## config.mk

```make
export PLATFORM = sky130hd
export DESIGN_NAME = boundary_scan_tap
export DESIGN_NICKNAME = d
export VERILOG_FILES = /design/src/verilog/pin_sync.v /design/src/verilog/scan_reg.v /design/src/verilog/boundary_scan_tap.v
export VERILOG_INCLUDE_DIRS = /design/src /design/src/verilog
export SDC_FILE = /design/constraint.sdc
export NUM_CORES = 1
export LEC_CHECK = 0
export ABC_CLOCK_PERIOD_IN_PS = 2600
export BUFFER_PORTS_ARGS = -buffer_cell sky130_fd_sc_hd__buf_2
export CORE_AREA = 2 2 272 194
export CTS_CLUSTER_SIZE = 40
export DETAILED_ROUTE_END_ITERATION = 10
export DIE_AREA = 0 0 274 196
export PLACE_DENSITY = 0.78
export SLEW_MARGIN = 40
export SYNTH_ARGS = -nofsm -noshare
export SYNTH_HDL_FRONTEND = slang
export SYNTH_SLANG_ARGS = --single-unit
```

## constraint.sdc

```tcl
create_clock -name core_clk -period 2.6 [get_ports core_clk]
set_input_delay 0.26 -clock core_clk [delete_from_list [all_inputs] [get_ports core_clk]]
set_output_delay 0.26 -clock core_clk [all_outputs]
set_load 0.01 [all_outputs]
```

## src/verilog/scan_map.vh

```
`ifndef SCAN_MAP_VH
`define SCAN_MAP_VH

// instruction register layout and codes
`define IR_W          3
`define INS_EXTEST    3'h0
`define INS_IDCODE    3'h1
`define INS_SAMPLE_Z  3'h2
`define INS_SAMPLE    3'h4
`define INS_BYPASS    3'h7
// capture-ir pattern: fixed low pair plus an upper bit
`define IR_CAPT_LO    2'h1
`define IR_CAPT_HI    1'h0

// identification register, value is arbitrary (lsb must be one)
`define ID_W          32
`define ID_CODE       32'h0a5a_c001

// bypass capture value
`define BYP_CAPT      1'h0

// boundary ring: length and the output-bus enable cell
`define BSR_LEN       109
`define OE_CELL       108
`define OE_PRESET     1'h1

// tap controller state vector width (one-hot)
`define ST_W          16

`endif

```

## src/verilog/pin_sync.v

```verilog
`timescale 1ns/10ps

// three-stage synchroniser; output moves only when stages two and three agree
module pin_sync #(
  parameter       WIDTH = 1,
  parameter [0:0] INIT  = 1'h0
) (
  // clock and reset
  input  wire             core_clk,
  input  wire             rst_b,
  // asynchronous pins and the filtered level
  input  wire [WIDTH-1:0] pin,
  output reg  [WIDTH-1:0] level_r
);

  reg [WIDTH-1:0] s1_r;
  reg [WIDTH-1:0] s2_r;
  reg [WIDTH-1:0] s3_r;

  // s1 is read only by s2, so no logic sees a metastable value
  always @(posedge core_clk or negedge rst_b) begin
    if (!rst_b) begin
      s1_r    <= {WIDTH{INIT}};
      s2_r    <= {WIDTH{INIT}};
      s3_r    <= {WIDTH{INIT}};
      level_r <= {WIDTH{INIT}};
    end else begin
      s1_r    <= pin;
      s2_r    <= s1_r;
      s3_r    <= s2_r;
      level_r <= (s2_r & s3_r) | (level_r & (s2_r ^ s3_r));
    end
  end

endmodule

```

## src/verilog/scan_reg.v

```verilog
`timescale 1ns/10ps

// scan shift stage with a parallel update latch behind it
module scan_reg #(
  parameter             WIDTH    = 3,
  parameter [WIDTH-1:0] UPD_INIT = {WIDTH{1'b0}}
) (
  // clock and reset
  input  wire             core_clk,
  input  wire             rst_b,
  // one-cycle strokes from the controller; preset is a level held through test-logic-reset
  input  wire             capture,
  input  wire             shift,
  input  wire             update,
  input  wire             preset,
  // serial and parallel data
  input  wire             si,
  input  wire [WIDTH-1:0] par_in,
  output wire             so,
  output reg  [WIDTH-1:0] upd_r
);

  reg [WIDTH-1:0] sh_r;

  // msb faces serial in, lsb faces serial out
  assign so = sh_r[0];

  // shift stage: capture beats shift, they never coincide anyway
  always @(posedge core_clk or negedge rst_b) begin
    if (!rst_b) begin
      sh_r <= {WIDTH{1'b0}};
    end else if (capture) begin
      sh_r <= par_in;
    end else if (shift) begin
      sh_r <= {si, sh_r[WIDTH-1:1]};
    end
  end

  // update latch: test reset preset wins over an update
  always @(posedge core_clk or negedge rst_b) begin
    if (!rst_b) begin
      upd_r <= UPD_INIT;
    end else if (preset) begin
      upd_r <= UPD_INIT;
    end else if (update) begin
      upd_r <= sh_r;
    end
  end

endmodule

```

## src/verilog/boundary_scan_tap.v

```verilog
`timescale 1ns/10ps
`include "scan_map.vh"

module boundary_scan_tap #(
  parameter            BSR_LEN = `BSR_LEN,
  parameter [`ID_W-1:0] ID_CODE = `ID_CODE
) (
  // core clock and power-up reset
  input  wire               core_clk,
  input  wire               rst_b,
  // test pins from the board controller
  input  wire               tck,
  input  wire               tms,
  input  wire               tdi,
  output reg                tdo,
  output reg                tdo_oe,
  // pin ring as seen at the bumps
  input  wire [BSR_LEN-1:0] ring_in,
  // functional drive from the memory core
  input  wire [BSR_LEN-1:0] func_out,
  input  wire               func_oe,
  // drive toward the bumps
  output reg  [BSR_LEN-1:0] pin_out,
  output reg                q_oe,
  // test status
  output wire               test_reset,
  output wire               extest_on
);

  // one-hot controller states
  localparam [`ST_W-1:0] ST_TLR    = 16'h0001;
  localparam [`ST_W-1:0] ST_RTI    = 16'h0002;
  localparam [`ST_W-1:0] ST_SEL_DR = 16'h0004;
  localparam [`ST_W-1:0] ST_CAP_DR = 16'h0008;
  localparam [`ST_W-1:0] ST_SH_DR  = 16'h0010;
  localparam [`ST_W-1:0] ST_EX1_DR = 16'h0020;
  localparam [`ST_W-1:0] ST_PA_DR  = 16'h0040;
  localparam [`ST_W-1:0] ST_EX2_DR = 16'h0080;
  localparam [`ST_W-1:0] ST_UP_DR  = 16'h0100;
  localparam [`ST_W-1:0] ST_SEL_IR = 16'h0200;
  localparam [`ST_W-1:0] ST_CAP_IR = 16'h0400;
  localparam [`ST_W-1:0] ST_SH_IR  = 16'h0800;
  localparam [`ST_W-1:0] ST_EX1_IR = 16'h1000;
  localparam [`ST_W-1:0] ST_PA_IR  = 16'h2000;
  localparam [`ST_W-1:0] ST_EX2_IR = 16'h4000;
  localparam [`ST_W-1:0] ST_UP_IR  = 16'h8000;

  // update-latch preset: only the bus enable cell starts high
  localparam [BSR_LEN-1:0] BSR_INIT = {{(BSR_LEN-1){1'b0}}, `OE_PRESET} << `OE_CELL;

  // controller transition table
  function [`ST_W-1:0] next_state;
    input [`ST_W-1:0] cur;
    input             mode;
    begin
      case (cur)
        ST_TLR:    next_state = mode ? ST_TLR    : ST_RTI;
        ST_RTI:    next_state = mode ? ST_SEL_DR : ST_RTI;
        ST_SEL_DR: next_state = mode ? ST_SEL_IR : ST_CAP_DR;
        ST_CAP_DR: next_state = mode ? ST_EX1_DR : ST_SH_DR;
        ST_SH_DR:  next_state = mode ? ST_EX1_DR : ST_SH_DR;
        ST_EX1_DR: next_state = mode ? ST_UP_DR  : ST_PA_DR;
        ST_PA_DR:  next_state = mode ? ST_EX2_DR : ST_PA_DR;
        ST_EX2_DR: next_state = mode ? ST_UP_DR  : ST_SH_DR;
        ST_UP_DR:  next_state = mode ? ST_SEL_DR : ST_RTI;
        ST_SEL_IR: next_state = mode ? ST_TLR    : ST_CAP_IR;
        ST_CAP_IR: next_state = mode ? ST_EX1_IR : ST_SH_IR;
        ST_SH_IR:  next_state = mode ? ST_EX1_IR : ST_SH_IR;
        ST_EX1_IR: next_state = mode ? ST_UP_IR  : ST_PA_IR;
        ST_PA_IR:  next_state = mode ? ST_EX2_IR : ST_PA_IR;
        ST_EX2_IR: next_state = mode ? ST_UP_IR  : ST_SH_IR;
        ST_UP_IR:  next_state = mode ? ST_SEL_DR : ST_RTI;
        default:   next_state = ST_TLR;
      endcase
    end
  endfunction

  // instructions that put the boundary ring on the serial path
  function ins_bsr;
    input [`IR_W-1:0] ins;
    begin
      ins_bsr = (ins == `INS_EXTEST) || (ins == `INS_SAMPLE) || (ins == `INS_SAMPLE_Z);
    end
  endfunction

  // synchronised test pins
  wire               tck_s;
  wire               tms_s;
  wire               tdi_s;
  wire [BSR_LEN-1:0] ring_s;

  // controller and edge tracking
  reg  [`ST_W-1:0]   state_r;
  reg  [`ST_W-1:0]   state_nxt;
  reg                tck_d_r;
  wire               tck_rise;
  wire               tck_fall;

  // register strokes
  wire               in_tlr;
  wire               sel_bsr;
  wire               sel_id;
  wire               ir_cap;
  wire               ir_shift;
  wire               ir_upd;
  wire               bsr_cap;
  wire               bsr_shift;
  wire               bsr_upd_stb;
  wire               dr_cap;
  wire               dr_shift;

  // register contents
  wire [`IR_W-1:0]   ins_cur;
  wire               ir_so;
  wire [BSR_LEN-1:0] bsr_upd;
  wire               bsr_so;
  reg  [`ID_W-1:0]   id_r;
  reg  [`ID_W-1:0]   id_nxt;
  reg                byp_r;
  reg                byp_nxt;
  reg                lsb_sel;

  // tck is sampled like any pin; mode select and data in idle high as if pulled up
  pin_sync #(
    .WIDTH (1),
    .INIT  (1'h0)
  ) u_tck_sync (
    .core_clk (core_clk),
    .rst_b    (rst_b),
    .pin      (tck),
    .level_r  (tck_s)
  );

  pin_sync #(
    .WIDTH (2),
    .INIT  (1'h1)
  ) u_ctl_sync (
    .core_clk (core_clk),
    .rst_b    (rst_b),
    .pin      ({tms, tdi}),
    .level_r  ({tms_s, tdi_s})
  );

  // ring values change on the memory clock; a cell caught mid-edge may read either way
  pin_sync #(
    .WIDTH (BSR_LEN),
    .INIT  (1'h0)
  ) u_ring_sync (
    .core_clk (core_clk),
    .rst_b    (rst_b),
    .pin      (ring_in),
    .level_r  (ring_s)
  );

  // edge finder on the filtered test clock
  always @(posedge core_clk or negedge rst_b) begin
    if (!rst_b) begin
      tck_d_r <= 1'b0;
    end else begin
      tck_d_r <= tck_s;
    end
  end

  assign tck_rise = tck_s & ~tck_d_r;
  assign tck_fall = ~tck_s & tck_d_r;

  // next state only on a test clock rise, using mode select as sampled there
  always @* begin
    state_nxt = state_r;
    if (tck_rise) begin
      state_nxt = next_state(state_r, tms_s);
    end
  end

  // power-up lands in test-logic-reset; five high mode selects get there from anywhere
  always @(posedge core_clk or negedge rst_b) begin
    if (!rst_b) begin
      state_r <= ST_TLR;
    end else begin
      state_r <= state_nxt;
    end
  end

  // decode of the current state and instruction
  assign in_tlr    = (state_r == ST_TLR);
  assign sel_bsr   = ins_bsr(ins_cur);
  assign sel_id    = (ins_cur == `INS_IDCODE);
  assign test_reset = in_tlr;
  assign extest_on  = (ins_cur == `INS_EXTEST);

  // captures and shifts act on the rise in their state, updates on the fall
  assign ir_cap      = tck_rise & (state_r == ST_CAP_IR);
  assign ir_shift    = tck_rise & (state_r == ST_SH_IR);
  assign ir_upd      = tck_fall & (state_r == ST_UP_IR);
  assign bsr_cap     = tck_rise & (state_r == ST_CAP_DR) & sel_bsr;
  assign bsr_shift   = tck_rise & (state_r == ST_SH_DR) & sel_bsr;
  assign bsr_upd_stb = tck_fall & (state_r == ST_UP_DR) & sel_bsr;

  // data strokes shared by the identify and bypass paths
  assign dr_cap   = tck_rise & (state_r == ST_CAP_DR);
  assign dr_shift = tck_rise & (state_r == ST_SH_DR);

  // instruction register: three bits, preset to identify in test-logic-reset
  scan_reg #(
    .WIDTH    (`IR_W),
    .UPD_INIT (`INS_IDCODE)
  ) u_ir (
    .core_clk (core_clk),
    .rst_b    (rst_b),
    .capture  (ir_cap),
    .shift    (ir_shift),
    .update   (ir_upd),
    .preset   (in_tlr),
    .si       (tdi_s),
    .par_in   ({`IR_CAPT_HI, `IR_CAPT_LO}),
    .so       (ir_so),
    .upd_r    (ins_cur)
  );

  // boundary ring: cell 0 faces data out, the top cell faces data in
  scan_reg #(
    .WIDTH    (BSR_LEN),
    .UPD_INIT (BSR_INIT)
  ) u_bsr (
    .core_clk (core_clk),
    .rst_b    (rst_b),
    .capture  (bsr_cap),
    .shift    (bsr_shift),
    .update   (bsr_upd_stb),
    .preset   (in_tlr),
    .si       (tdi_s),
    .par_in   (ring_s),
    .so       (bsr_so),
    .upd_r    (bsr_upd)
  );

  // identification register: hardwired code, loaded only under identify
  always @* begin
    id_nxt = id_r;
    if (dr_cap && sel_id) begin
      id_nxt = ID_CODE;
    end else if (dr_shift && sel_id) begin
      id_nxt = {tdi_s, id_r[`ID_W-1:1]};
    end
  end

  // identify stage loads every core clock, holding by its next value
  always @(posedge core_clk or negedge rst_b) begin
    if (!rst_b) begin
      id_r <= {`ID_W{1'b0}};
    end else begin
      id_r <= id_nxt;
    end
  end

  // bypass flop: reserved codes fall here too, so the path is always one bit long
  always @* begin
    byp_nxt = byp_r;
    if (dr_cap && !sel_bsr && !sel_id) begin
      byp_nxt = `BYP_CAPT;
    end else if (dr_shift && !sel_bsr && !sel_id) begin
      byp_nxt = tdi_s;
    end
  end

  // bypass stage loads every core clock, holding by its next value
  always @(posedge core_clk or negedge rst_b) begin
    if (!rst_b) begin
      byp_r <= `BYP_CAPT;
    end else begin
      byp_r <= byp_nxt;
    end
  end

  // exactly one register reaches data out: ir while shifting ir, else by instruction
  always @* begin
    if (state_r == ST_SH_IR) begin
      lsb_sel = ir_so;
    end else if (sel_bsr) begin
      lsb_sel = bsr_so;
    end else if (sel_id) begin
      lsb_sel = id_r[0];
    end else begin
      lsb_sel = byp_r;
    end
  end

  // data out moves on the falling edge and drives only in the two shift states
  always @(posedge core_clk or negedge rst_b) begin
    if (!rst_b) begin
      tdo    <= 1'b0;
      tdo_oe <= 1'b0;
    end else if (tck_fall) begin
      tdo    <= lsb_sel;
      tdo_oe <= (state_r == ST_SH_DR) || (state_r == ST_SH_IR);
    end
  end

  // pin drive: functional unless extest; registered so the bumps never glitch
  always @(posedge core_clk or negedge rst_b) begin
    if (!rst_b) begin
      pin_out <= {BSR_LEN{1'b0}};
    end else if (extest_on) begin
      pin_out <= bsr_upd;
    end else begin
      pin_out <= func_out;
    end
  end

  // output bus enable: cell 108 under extest, floated under sample-z
  always @(posedge core_clk or negedge rst_b) begin
    if (!rst_b) begin
      q_oe <= 1'b0;
    end else if (extest_on) begin
      q_oe <= bsr_upd[`OE_CELL];
    end else if (ins_cur == `INS_SAMPLE_Z) begin
      q_oe <= 1'b0;
    end else begin
      q_oe <= func_oe;
    end
  end

endmodule

```

# Yosys cells after proc, flatten, opt, wreduce, memory -nomap -nowiden
# Cells that the tools add are included.
[classes]
add_sub_neg = 0
multipliers = 0
div_mod_pow = 0
n_lt_le_gt_ge = 0
eq_ne = 19
shift = 0
muxes = 31
bitwise = 25
reduce_logical = 21
[ops]
columns = ["cell", "n"]
rows = [
  ["$mux 109", 5],
  ["$and 109x109->109", 2],
  ["$pmux 16 s12", 1],
  ["$or 109x109->109", 1],
  ["$xor 109x109->109", 1],
  ["$mux 32", 2],
  ["$mux 16", 2],
  ["$mux 9", 2],
  ["$eq 16x1->1 const B", 1],
  ["$eq 16x10->1 const B", 1],
  ["$eq 16x11->1 const B", 1],
  ["$eq 16x12->1 const B", 1],
  ["$eq 16x13->1 const B", 1],
  ["$eq 16x14->1 const B", 1],
  ["$eq 16x15->1 const B", 1],
  ["$eq 16x16->1 const B", 1],
  ["$eq 16x2->1 const B", 1],
  ["$eq 16x3->1 const B", 1],
  ["$eq 16x4->1 const B", 1],
  ["$eq 16x5->1 const B", 1],
  ["$eq 16x6->1 const B", 1],
  ["$eq 16x7->1 const B", 1],
  ["$eq 16x8->1 const B", 1],
  ["$eq 16x9->1 const B", 1],
  ["other kinds (26)", 64],
]
[word_totals]
reg_bits = 834
latch_bits = 0
ramBits = 0
romBits = 0
inputBits = 224
wordCells = 120
mem_count = 0

# Depth between registers and ports, before layout
[logic_depth]
ltp_word = 8
mapped_depth = 11

# By module
# A second synthesis with hierarchy kept.
[unflattened]
cells_unflattened = 2065
hier_area_um2 = 29862.4
[modules_own_cells]
columns = ["module", "instances", "cells_each", "area_per_inst_um2", "seq_area_each_um2"]
rows = [
  ["pin_sync at u_ring_sync", 1, 654, 13092.6, 10910.5],
  ["scan_reg at u_bsr", 1, 823, 9341.5, 5456.5],
  ["boundary_scan_tap", 1, 549, 6807.8, 4055.1],
  ["pin_sync at u_ctl_sync", 1, 12, 250.2, 210.2],
  ["scan_reg at u_ir", 1, 21, 250.2, 151.4],
  ["pin_sync at u_tck_sync", 1, 6, 120.1, 100.1],
]

# Worst setup path before layout
# Ideal clock, no wire load.
[synth_path]
path_type = "reg-to-reg"
start = "register state_r[0]"
end = "register u_bsr.sh_r[100]"
setup_time_ns = 0.132
arrival_ns = 2.067
required_time_ns = 2.468
path_slack_ns = 0.400
path_stages_with_launch = 12
n_path_buf = 6
path_cell_list = "dfstp_2 > buf_6 > or4_1 > buf_2 > mux2i_4 > nand4_2 > buf_6 > buf_6 > buf_6 > buf_6 > nand2_1 > o21ai_1"
[synth_via]
elab_chain_cells = 4
elab_cells_between_ends = 8
cone_classes = "eq/ne (2); mux (1); bitwise (4); reduce/logical (1)"
[synth_lines]
columns = ["item", "line_no", "rtl"]
rows = [
  ["start, declared", "boundary_scan_tap.v:93", "reg [`ST_W-1:0] state_r;"],
  ["start signal, assigned", "boundary_scan_tap.v:180", "state_r <= state_nxt;"],
  ["$eq 16x4->1 / $eq 16x5->1 (equally long branches)", "boundary_scan_tap.v:195, boundary_scan_tap.v:196", ""],
  ["$and 1x1->1 (on tied branches) (2 in series)", "boundary_scan_tap.v:195, boundary_scan_tap.v:196", ""],
  ["$mux 109 / $reduce_bool 2->1 (equally long branches)", "n/a", ""],
  ["end signal, assigned", "scan_reg.v:31", "sh_r <= {WIDTH{1'b0}};"],
  ["end signal, assigned", "scan_reg.v:33", "sh_r <= par_in;"],
  ["end signal, assigned", "scan_reg.v:35", "sh_r <= {si, sh_r[WIDTH-1:1]};"],
  ["end, declared", "scan_reg.v:23", "reg [WIDTH-1:0] sh_r;"],
]
# Several ways; a longest one is shown, not always the timed one.
# A chain may end at the register's enable or synchronous reset.

# Final worst setup path
[layout_path]
start = "register state_r[6]"
end = "register u_bsr.sh_r[10]"
# Same word-level chain as after synthesis.

==> metrics.cfg <==
[global_route]
grt_max_degree=157
grtUsageTotal_pct=25.19
antenna_found_initial=9
grt_pass1_vias=19597
grt-ovfl-total=0
grt_pass1_wl_mm=105.7

[yosys]
syn-num-nets=2253
yosysWarnings=0
synth_cell_types=54
ys_async_sr_fraction_pct=100.0
ys_seq_area_share_pct=72.46
synth_seq_cells=834
syn_avg_cell_area_um2=15.03
synth_cells=1917
synth_edf_count=0
syn_area_um2=28820
synthFlopType=dfrtp_1

[floorplanning]
start_util_pct=56.16
die_y_um=196
dieArea_um2=53700
die-width_um=274
core-area_um2=51320
pin_count=338
rows=70

[placed_design]
gp_congestion=0.9000
hpwl_mm=37.42
place_ws_ns=0.1363
io_buffers=337

[clocking]
cts.sink_count=834
cts_made_buffers=75
htreeDepth=3
clk_pin_slew_ns=0.07
cts_buffer_depth=3
tritoncts=built
insertion_delay_ns=0.62
root_buffer=clkbuf_16

[sta]
min_period_over_period_pct=100.2
clock_skew_ns=0.02258
drv_slew=0
hold_viol_final=0
finalSetupViolations=3
period_minus_slack_ns=2.606
slew-limit-headroom_pct=47.80
tightest_slew_ns=0.7759
setup_slack_ns=-0.006037
setup_tns_ns=-0.01071
clock.fmax_mhz=383.7

[power_and_ir_drop]
p_leak_nw=17.57
power_density_nw_per_um2=774.0
vdd_drop_max_uv=581.1

[route]
wl_mm=65.70
vias=18107
viasPerCell=5.566
drtIter0Drc=1431
drtAntennaViolNets=0
wl_per_cell_um=20.20
drc=0
first_pass_iters=5

[setup_path]
critPathMaxFanout=109
cp.required_ns=3.05
worst_setup_path_end_kind=register
startpoint_type=register
cp_data_arrival_time_ns=3.05
crit_type=reg2reg

[status]
outcome=finished, violations left
violations=setup timing

[worst_hold_path]
hp-class=in2async

[flow_run]
maxCapViolations=0

[layout]
drive_above_1_share_pct=25.54
area_growth_pct=26.70
layout.nets=2839
final_common_cell=dfrtp_1
final_cell_mix=dfrtp_1 (823), buf_2 (336), dlygate4sd3_1 (223), nand2_1 (136), a22o_1 (133)
final.fill_count=3205

[layout make-up]
class | instances | area, um2 | share of cell area [%]
flip-flops and latches | 834 | 20880 | 57.19
well taps | 684 | 855.8 | 2.344
repair buffers | 616 | 4649 | 12.73
diodes | 8 | 20.02 | 0.05482
clock inverters | 29 | 415.4 | 1.138
multi-input cells | 973 | 7465 | 20.44
clock buffers | 106 | 2217 | 6.071
inverters | 3 | 11.26 | 0.03084
[kinds of logic after synthesis]
group / count (synthesis) / synth area share (%)
fa+ha+maj: 112 / 4.862
buf+inv: 110 / 1.858
flops: 834 / 72.46
compound gates: 522 / 12.58
mux: 109 / 4.298
xor+xnor: 7 / 0.2127
simple gates: 223 / 3.733
[layer usage]
| metal | track usage, % | share of wire (%) | vias up | wire length, um |
|---|---|---|---|---|
| li1 | - | - | 8090 | - |
| met1 | 33.68 | 42 | 9307 | 27510 |
| met2 | 41.84 | 50 | 573 | 33100 |
| met3 | 4.419 | 4.8 | 135 | 3183 |
| met4 | 9.400 | 2.9 | 2 | 1906 |
| met5 | 0 | 0.011 | - | 7 |
[registers in the layout, summed over array words and instances (netlist names), 2 cells and up]
register and count:
u_ir.upd_r 3, u_ring_sync.s1_r 109, u_ir.sh_r 3, u_ctl_sync.level_r 2
u_ring_sync.s2_r 109, id_r 32, u_bsr.sh_r 109, u_bsr.upd_r 109
u_ctl_sync.s2_r 2, u_ring_sync.s3_r 109, u_ring_sync.level_r 109, state_r 16
pin_out 109, u_ctl_sync.s3_r 2, u_ctl_sync.s1_r 2
[path summary, 6_finish.rpt]
check / cells after the start / start / slack (ns) / to
worst max register to register: 6 / state_r[6] / -0.006 / u_bsr.sh_r[10]
worst min register to register: 0 / u_ring_sync.s1_r[2] / 0.34 / u_ring_sync.s2_r[2]
worst max-delay path: 6 / state_r[6] / -0.006 / u_bsr.sh_r[10]
max in group asynchronous: 3 / rst_b / 1.42 / u_ring_sync.s1_r[88]
min in group core_clk: 2 / ring_in[29] / 0.28 / u_ring_sync.s1_r[29]
worst min-delay path: 2 / rst_b / 0.19 / pin_out[0]
[synth_stat cells (11+ instances only)]
library cell,count,share of area [%]
o21ai_1,20,0.35
ha_1,112,4.9
clkbuf_1,50,0.65
nand2_1,136,1.8
o22ai_1,109,2.4
nor2_1,19,0.25
dfrtp_1,823,71
a22o_1,133,4.0
buf_2,38,0.66
o21ai_0,112,1.9
a21o_1,113,2.9
mux2_2,108,4.2
dfstp_2,11,1.0
[per-stage QoR]
stage                     hold WS [ns]  power (mW)  util (%)  instances  cell area (um2)
final                           0.1858       28.27     71.15       3253            36520
after global routing            0.2131       29.32     71.15       3252            36520
after CTS                       0.1760       28.39     71.06       3244            36470
after detailed placement        0.2268       16.48     61.57       2886            31600
after global placement          0.2270       16.34     61.57       2886            31600
after floorplan               -0.03559       15.30         -       1917            28820
[what timing repair did]
action,in CTS,in global routing
endpoints found under the hold margin,362,0
setup buffers,0,1
resized for setup,1,3
hold buffers,223,0
setup endpoints to repair,1,106
pin swaps,0,3
gates cloned,0,0
[where the power goes]
| group | leakage, nW | internal (mW) | switching [mW] | total [mW] |
|---|---|---|---|---|
| sequential | 10.4 | 13.6 | 0.376 | 14.0 |
| combinational | 5.89 | 1.10 | 1.47 | 2.57 |
| clock | 1.29 | 6.88 | 4.80 | 11.7 |
| total | 17.6 | 21.6 | 6.65 | 28.3 |
[worst max-delay path, cell delays in order, from the launching register on]
cell	delay (ns)
dfrtp_1	0.51
nor4_4	0.42
nand3_2	0.18
or3_4	0.43
buf_12	0.19
o22ai_1	0.34
o21ai_0	0.12
Note: power is estimated with default switching activity, not from simulation.
